File: config.mk
export PLATFORM = sky130hd
export DESIGN_NAME = slc_top
export DESIGN_NICKNAME = d
export VERILOG_FILES = /design/src/logic/slc_pkg.sv /design/src/logic/slc_plink.sv /design/src/logic/slc_top.sv
export SDC_FILE = /design/constraint.sdc
export NUM_CORES = 1
export LEC_CHECK = 0
export ABC_AREA = 0
export ABC_CLOCK_PERIOD_IN_PS = 2970
export CAP_MARGIN = 25
export CELL_PAD_IN_SITES_DETAIL_PLACEMENT = 1
export CELL_PAD_IN_SITES_GLOBAL_PLACEMENT = 1
export CORE_MARGIN = 2
export CORE_UTILIZATION = 40
export CTS_BUF_LIST = sky130_fd_sc_hd__clkbuf_4
export DETAILED_ROUTE_END_ITERATION = 16
export DONT_BUFFER_PORTS = 1
export PLACE_DENSITY = 0.77
export SYNTH_ARGS = -nofsm -noshare
export SYNTH_HDL_FRONTEND = slang
export SYNTH_SLANG_ARGS = --single-unit
File: constraint.sdc
create_clock -name clk -period 2.97 [get_ports clk]
set_clock_uncertainty 0.1 [all_clocks]
set_input_delay 0.594 -clock clk [delete_from_list [all_inputs] [get_ports clk]]
set_output_delay 0.594 -clock clk [all_outputs]
set_load 0.005 [all_outputs]
File: src/logic/slc_pkg.sv
// Constants shared by the switch link status and configuration block.
// Assumes word-indexed register addressing on the register bus.
package slc_pkg;

  // ---------------------------------------------------------------------
  // Register indices (byte address is four times the index)
  // ---------------------------------------------------------------------
  localparam logic [7:0] REG_NODE_CONFIGURATION = 8'h04;
  localparam logic [7:0] REG_NODE_IDENTIFIER    = 8'h05;
  localparam logic [7:0] REG_PROC_LINK_STATUS_0 = 8'h40;
  localparam logic [7:0] REG_PROC_LINK_STATUS_3 = 8'h43;
  localparam logic [7:0] REG_EXT_LINK_CFG_FIRST = 8'h80;
  localparam logic [7:0] REG_EXT_LINK_CFG_LAST  = 8'h87;

  localparam int NUM_PLINKS    = 4;
  localparam int NUM_EXT_LINKS = 8;

  // ---------------------------------------------------------------------
  // Field positions
  // ---------------------------------------------------------------------
  localparam int CFG_LOCK_BIT      = 31;
  localparam int CFG_HDR_MODE_BIT  = 0;
  localparam int PLS_KIND_LSB      = 24;
  localparam int PLS_DEST_LSB      = 16;
  localparam int PLS_NET_LSB       = 4;
  localparam int PLS_JUNK_BIT      = 2;
  localparam int PLS_ROUTE_IN_BIT  = 1;
  localparam int PLS_ROUTE_OUT_BIT = 0;

  // ---------------------------------------------------------------------
  // Reset values
  // ---------------------------------------------------------------------
  localparam logic        RST_LOCK     = 1'b0;
  localparam logic        RST_HDR_MODE = 1'b0;
  localparam logic [15:0] RST_NODE_ID  = 16'h0000;
  localparam logic [1:0]  RST_NET      = 2'h0;
  localparam logic [7:0]  RST_DEST     = 8'h00;
  localparam logic [1:0]  RST_KIND     = 2'h0;
  localparam logic [31:0] RST_EXT_CFG  = 32'h0000_0000;

  // Kind of link that inbound data is routed to.
  typedef enum logic [1:0] {
    SLC_KIND_PROC     = 2'b00,
    SLC_KIND_EXTERNAL = 2'b01,
    SLC_KIND_CONTROL  = 2'b10
  } slc_kind_e;

endpackage

File: src/logic/slc_plink.sv
// One processor-link status and network register.
// Assumes status inputs come from switch logic on the same clock.
`timescale 1ns/1ps
`default_nettype none

module slc_plink
  import slc_pkg::*;
(
  input  wire logic        clk,
  input  wire logic        nrst,
  input  wire logic        net_wr,
  input  wire logic [1:0]  net_wdata,
  input  wire logic [1:0]  route_kind,
  input  wire logic [7:0]  route_dest,
  input  wire logic        junk,
  input  wire logic        route_in,
  input  wire logic        route_out,
  output logic      [31:0] status_word,
  output logic      [1:0]  net
);

  typedef struct packed {
    logic [1:0] kind;
    logic [7:0] dest;
    logic [1:0] net;
    logic       junk;
    logic       route_in;
    logic       route_out;
  } slc_plink_s;

  slc_plink_s st_ff;
  slc_plink_s nxt_st;

  always_comb begin
    nxt_st           = st_ff;
    // The destination and kind only mean something while routing out into the switch, so they hold otherwise.
    if (route_out) begin
      nxt_st.kind = route_kind;
      nxt_st.dest = route_dest;
    end
    nxt_st.junk      = junk;
    nxt_st.route_in  = route_in;
    nxt_st.route_out = route_out;
    if (net_wr) begin
      nxt_st.net = net_wdata;
    end
  end

  always_ff @(posedge clk) begin
    if (!nrst) begin
      st_ff <= '{kind: RST_KIND, dest: RST_DEST, net: RST_NET,
                 junk: 1'b0, route_in: 1'b0, route_out: 1'b0};
    end else begin
      st_ff <= nxt_st;
    end
  end

  always_comb begin
    status_word                                   = 32'h0000_0000;
    status_word[PLS_KIND_LSB +: 2]                = st_ff.kind;
    status_word[PLS_DEST_LSB +: 8]                = st_ff.dest;
    status_word[PLS_NET_LSB +: 2]                 = st_ff.net;
    status_word[PLS_JUNK_BIT]                     = st_ff.junk;
    status_word[PLS_ROUTE_IN_BIT]                 = st_ff.route_in;
    status_word[PLS_ROUTE_OUT_BIT]                = st_ff.route_out;
  end

  assign net = st_ff.net;

endmodule

`default_nettype wire

File: src/logic/slc_top.sv
// Switch node configuration and link status registers behind an Avalon-MM slave.
// Assumes switch status inputs are synchronous to clk; address is a word index.
`timescale 1ns/1ps
`default_nettype none

// What this block does
// - each processor-link status shows kind of link data routes to, two bits.
// - eight-bit destination link number while routing into switch, resets to zero.
// - two-bit read-write quality-of-service network per processor link, resets zero.
// - status bit set while the current packet is being discarded as junk.
// - status bit set while switch delivers data into this link from another.
// - status bit set while link sends into switch over a created route.
// - four processor-link status registers at consecutive indices 0x40 to 0x43.
// - eight external-link registers 0x80..0x87 map to links C,D,A,B,G,H,E,F.
// - writing one to configuration bit 31 blocks configuration and link writes.
// - configuration bit zero selects header length, 0 three-byte, 1 one-byte.
// - node identifier holds sixteen read-write bits low, upper half reads zero.
module slc_top
  import slc_pkg::*;
(
  input  wire logic         clk,
  input  wire logic         nrst,
  input  wire logic [7:0]   avs_address,
  input  wire logic         avs_read,
  input  wire logic         avs_write,
  input  wire logic [31:0]  avs_writedata,
  input  wire logic [3:0]   avs_byteenable,
  output logic      [31:0]  avs_readdata,
  output logic              avs_waitrequest,
  input  wire logic [7:0]   plink_route_kind,
  input  wire logic [31:0]  plink_route_dest,
  input  wire logic [3:0]   plink_junk,
  input  wire logic [3:0]   plink_route_in,
  input  wire logic [3:0]   plink_route_out,
  output logic      [7:0]   plink_net,
  output logic              cfg_locked,
  output logic              hdr_one_byte,
  output logic      [15:0]  node_id,
  output logic      [255:0] ext_link_cfg
);

  // ---------------------------------------------------------------------
  // Address decoding
  // ---------------------------------------------------------------------
  function automatic logic is_plink(input logic [7:0] a);
    is_plink = (a >= REG_PROC_LINK_STATUS_0) && (a <= REG_PROC_LINK_STATUS_3);
  endfunction

  function automatic logic is_ext(input logic [7:0] a);
    is_ext = (a >= REG_EXT_LINK_CFG_FIRST) && (a <= REG_EXT_LINK_CFG_LAST);
  endfunction

  function automatic logic [31:0] merge_be(input logic [31:0] old_v,
                                           input logic [31:0] new_v,
                                           input logic [3:0]  be);
    logic [31:0] r;
    r = old_v;
    for (int b = 0; b < 4; b++) begin
      if (be[b]) begin
        r[b*8 +: 8] = new_v[b*8 +: 8];
      end
    end
    merge_be = r;
  endfunction

  // ---------------------------------------------------------------------
  // State
  // ---------------------------------------------------------------------
  typedef struct packed {
    logic                    waitreq;
    logic [31:0]             rdata;
    logic                    lock;
    logic                    hdr_mode;
    logic [15:0]             node_id;
    logic [7:0][31:0]        ext_cfg;
  } slc_top_s;

  slc_top_s st_ff;
  slc_top_s nxt_st;

  logic [NUM_PLINKS-1:0][31:0] plink_word;
  logic [NUM_PLINKS-1:0]       plink_wr;
  logic [7:0]                  net_q;
  logic                        req;
  logic                        commit_wr;
  logic [1:0]                  plink_sel;
  logic [2:0]                  ext_sel;

  // A request commits on the edge where the master sees waitrequest low.
  assign req       = avs_read || avs_write;
  assign commit_wr = avs_write && !st_ff.waitreq;
  assign plink_sel = avs_address[1:0];
  assign ext_sel   = avs_address[2:0];

  // ---------------------------------------------------------------------
  // Processor-link registers
  // ---------------------------------------------------------------------
  for (genvar i = 0; i < NUM_PLINKS; i++) begin : g_plink
    // Network field lives in byte 0; a locked node ignores the write.
    assign plink_wr[i] = commit_wr && is_plink(avs_address) && (plink_sel == 2'(i)) &&
                         avs_byteenable[0] && !st_ff.lock;

    slc_plink u_plink (
      .clk         (clk),
      .nrst        (nrst),
      .net_wr      (plink_wr[i]),
      .net_wdata   (avs_writedata[PLS_NET_LSB +: 2]),
      .route_kind  (plink_route_kind[i*2 +: 2]),
      .route_dest  (plink_route_dest[i*8 +: 8]),
      .junk        (plink_junk[i]),
      .route_in    (plink_route_in[i]),
      .route_out   (plink_route_out[i]),
      .status_word (plink_word[i]),
      .net         (net_q[i*2 +: 2])
    );
  end

  // ---------------------------------------------------------------------
  // Bus slave and node configuration
  // ---------------------------------------------------------------------
  always_comb begin
    nxt_st = st_ff;
    // One wait state: first edge latches read data, second edge completes.
    if (req && st_ff.waitreq) begin
      nxt_st.waitreq = 1'b0;
      nxt_st.rdata   = 32'h0000_0000;
      if (avs_address == REG_NODE_CONFIGURATION) begin
        nxt_st.rdata[CFG_LOCK_BIT]     = st_ff.lock;
        nxt_st.rdata[CFG_HDR_MODE_BIT] = st_ff.hdr_mode;
      end else if (avs_address == REG_NODE_IDENTIFIER) begin
        nxt_st.rdata[15:0] = st_ff.node_id;
      end else if (is_plink(avs_address)) begin
        nxt_st.rdata = plink_word[plink_sel];
      end else if (is_ext(avs_address)) begin
        nxt_st.rdata = st_ff.ext_cfg[ext_sel];
      end
    end else begin
      nxt_st.waitreq = 1'b1;
    end

    // Writes are refused silently while locked; unmapped writes are dropped.
    if (commit_wr && !st_ff.lock) begin
      if (avs_address == REG_NODE_CONFIGURATION) begin
        if (avs_byteenable[0]) begin
          nxt_st.hdr_mode = avs_writedata[CFG_HDR_MODE_BIT];
        end
        if (avs_byteenable[3] && avs_writedata[CFG_LOCK_BIT]) begin
          nxt_st.lock = 1'b1;
        end
      end else if (avs_address == REG_NODE_IDENTIFIER) begin
        nxt_st.node_id = 16'(merge_be({16'h0000, st_ff.node_id}, avs_writedata,
                                      avs_byteenable));
      end else if (is_ext(avs_address)) begin
        nxt_st.ext_cfg[ext_sel] = merge_be(st_ff.ext_cfg[ext_sel], avs_writedata,
                                           avs_byteenable);
      end
    end
    // The lock is only ever set; nothing short of reset clears it.
    if (st_ff.lock) begin
      nxt_st.lock = 1'b1;
    end
  end

  always_ff @(posedge clk) begin
    if (!nrst) begin
      st_ff.waitreq  <= 1'b1;
      st_ff.rdata    <= 32'h0000_0000;
      st_ff.lock     <= RST_LOCK;
      st_ff.hdr_mode <= RST_HDR_MODE;
      st_ff.node_id  <= RST_NODE_ID;
      st_ff.ext_cfg  <= {NUM_EXT_LINKS{RST_EXT_CFG}};
    end else begin
      st_ff <= nxt_st;
    end
  end

  // ---------------------------------------------------------------------
  // Outputs
  // ---------------------------------------------------------------------
  assign avs_readdata    = st_ff.rdata;
  assign avs_waitrequest = st_ff.waitreq;
  assign cfg_locked      = st_ff.lock;
  assign hdr_one_byte    = st_ff.hdr_mode;
  assign node_id         = st_ff.node_id;
  assign ext_link_cfg    = st_ff.ext_cfg;
  assign plink_net       = net_q;

endmodule

`default_nettype wire

==> impl_metrics.ini <==
[run_status]
status = complete, no violations

[yosys]
synthSimpleGateAreaFrac_pct = 16.0
avgSynthCellArea_um2 = 9.99
synth_top_family_by_area = multiplexers
yosys.area.top_type_share_pct = 47.9
synth_top_cell_by_area = dfxtp_1
synth_nets = 1636
yosys_warnings = 0
seq_area_frac_synth_pct = 47.9
synth-seq-cells = 367
synthMuxAreaShare_pct = 19.1
synth.distinct_cells = 49
synth_xor_area_share_pct = 0
synth-compound-area-share_pct = 12.1
netlist_instances = 1536
syn-cell-area_um2 = 15300
yosys.area_share.adder_pct = 0
synth.area.top_cells = dfxtp_1 (48%), mux4_2 (11%), o21ai_0 (8.9%)

[detailed_routing]
firstDrtPassIters = 5
vias_per_cell = 6.02
wl_per_cell_um = 27.3
route.detailed.drc = 0
totalWireLength_um = 63700
drt_iter0_drc = 842
ant_nets = 0
vias = 14100

[sta]
fin_tns_setup_ns = 0
relSlewSlack_pct = 37.2
worstMarginPinSlew_ns = 0.938
maxSlewViolCount = 0
setup_viol = 0
max_clock_freq_mhz = 355
finalHoldViolCount = 0
min_period_ns = 2.82
fin_crit_sh_pct = 94.9
rsz0062_at_grt = false

[clocking]
root_buffer = clkbuf_4
htree_levels = 3
cts_tree = yes
clockBufferDepth = 3
postCtsSetupRepairBufs = 0
clk_pin_slew_ns = 0.07
cts_sinks = 367
clock_latency_ns = 0.80
cts-buffers-inserted = 96

[global_routing]
first_global_vias = 15200
grt_max_degree = 251
antenna_found_initial = 4
grt_overflow = 0
grt_pass1_wl_um = 94000
grt_usage_pct = 31.4

[floorplan]
die_w_um = 200
core_area_um2 = 37800
die_h_um = 200
io_pins = 415
num_rows = 71
initial_core_util_pct = 40.6
die_area_um2 = 40000

[critical_path]
crit_top_cell = buf_4
cp_max_fo = 62
end_kind = flip-flop
worstPathRequired_ns = 3.51
crit_slowest_cell = dlygate4sd3_1
worstSetupPathType = reg -> reg
start_kind = flip-flop
cp.arrival_ns = 3.36
cp_cell_sequence = nor3b_2 > buf_4 > nand3_2 > or3_2 > buf_4 > nand3_1 > dlygate4sd3_1 > o21ai_0
max_stage_delay_ns = 0.57

[placed_design]
place_congestion = 0.915
dpl.hpwl_um = 36700
portBuffers = 0

[run]
cap_viol_max_count = 0

[power]
finalPower_uw = 9820
powerDensity_nw_per_um2 = 512
ir_worst_vdd_mv = 0.374
p_leak_uw = 0.00702

[final_layout]
drive_above_1_share_pct = 14.7
layout.nets = 1860
nFillCells = 4197
area_growth_syn_to_layout_pct = 25.0

[min_path]
hold_path.class = in -> reg
==> synth_stat cells (all sizes together) <==
| master | count |
|---|---|
| and2b | 1 |
| nor2 | 20 |
| nor3b | 3 |
| a22o | 5 |
| mux4 | 77 |
| o211ai | 7 |
| a21boi | 4 |
| o21a | 7 |
| and4b | 1 |
| o211a | 4 |
| o221ai | 1 |
| inv | 25 |
| or3b | 2 |
| or3 | 3 |
| nor4 | 2 |
| a221oi | 7 |
| o21ai | 279 |
| mux2i | 120 |
| nor3 | 4 |
| and2 | 19 |
| nand3 | 262 |
| buf | 74 |
| and3 | 3 |
| nand4b | 1 |
| nand3b | 6 |
| nand2 | 60 |
| dfxtp | 367 |
| a21oi | 14 |
| a22oi | 10 |
| or2 | 1 |
| a211oi | 4 |
| or4bb | 1 |
| nor2b | 69 |
| nand4 | 2 |
| or4 | 1 |
| clkbuf | 70 |
==> path summary, 6_finish.rpt <==
kind	to	startpoint	slack [ns]	cells after the start
setup / recovery	flip-flop	cfg_locked$_SDFFE_PN0P_	0.15	8
hold / removal	flip-flop	avs_byteenable[3]	0.11	3
setup reg to reg	flip-flop	cfg_locked$_SDFFE_PN0P_	0.15	8
hold reg to reg	flip-flop	flip-flop	0.41	2
==> per-layer routing <==
layer / routed length [um] / vias up / global-route usage (%)
met5: 13 / - / 0
met4: 2730 / 2 / 16.0
met3: 6670 / 187 / 12.3
met2: 29800 / 704 / 50.4
met1: 24400 / 7123 / 36.4
li1: - / 6046 / -
==> worst max-delay path, delay by kind of cell (launching register included) <==
family	cells	cell delay [ns]
DFF	1	0.37
buffers and inverters	3	1.11
AOI/OAI and AO/OA	1	0.10
and+or+nand+nor	4	0.98
==> power by group <==
group	switching [uW]	internal [uW]	total [uW]
sequential	28.1	4960	4990
clock	2210	2160	4370
combinational	223	234	457
total	2460	7360	9820
==> layout make-up <==
class	instances	area [um2]	share of cell area (%)
antenna	3	7.51	0.0391
inverter	25	93.8	0.489
tap	511	639	3.33
clock buffer	135	1010	5.28
clock inverter	23	129	0.672
multi-input combinational	1000	7290	38.0
timing repair buffer	270	2660	13.9
sequential	367	7350	38.3
==> cells by family after synthesis <==
family / after synthesis
flops: 367
mux: 197
simple gates: 461
compound gates: 342
buf+inv: 169
==> stage by stage <==
step	worst slack [ns]	util, %	cell area [um2]	hold WS (ns)	cells
floorplan	0.628	-	15300	0.354	1536
global placement	0.486	41.1	15500	0.391	1926
global route	0.0209	50.8	19200	0.0638	2332
CTS	0.109	50.7	19200	0.000363	2331
detailed placement	0.447	41.1	15500	0.402	1926
finish	0.151	50.8	19200	0.106	2334
==> what timing repair did <==
action,in CTS,in global routing
hold buffers,247,0
resized for setup,0,6
hold endpoints to repair,357,0
endpoints found under the setup margin,0,9
==> cell usage in the layout (no fill, tap or decap), types with 2 or more instances in the layout <==
cell and instances:
a21boi_0 4, clkinv_2 4, diode_2 3, mux2i_1 120, o21ai_1 7, o211ai_1 7, clkinv_1 15, nand2_1 60
a22o_1 5, nand3_1 256, or3_1 2, mux4_2 77, o211a_1 4, nor3b_2 3, dfxtp_2 2, nor2_1 20
nand3b_1 5, clkinvlp_4 3, clkbuf_4 135, dlygate4sd3_1 246, nor2b_1 69, a22oi_1 10, nand3_2 6, and2_1 19
o21a_1 7, dfxtp_1 365, a21oi_1 14, nor3_4 2, o21ai_0 271, buf_4 23, a211oi_1 4, inv_1 25
nand4_1 2, a221oi_1 7
Power figures use the tool's default switching activity.
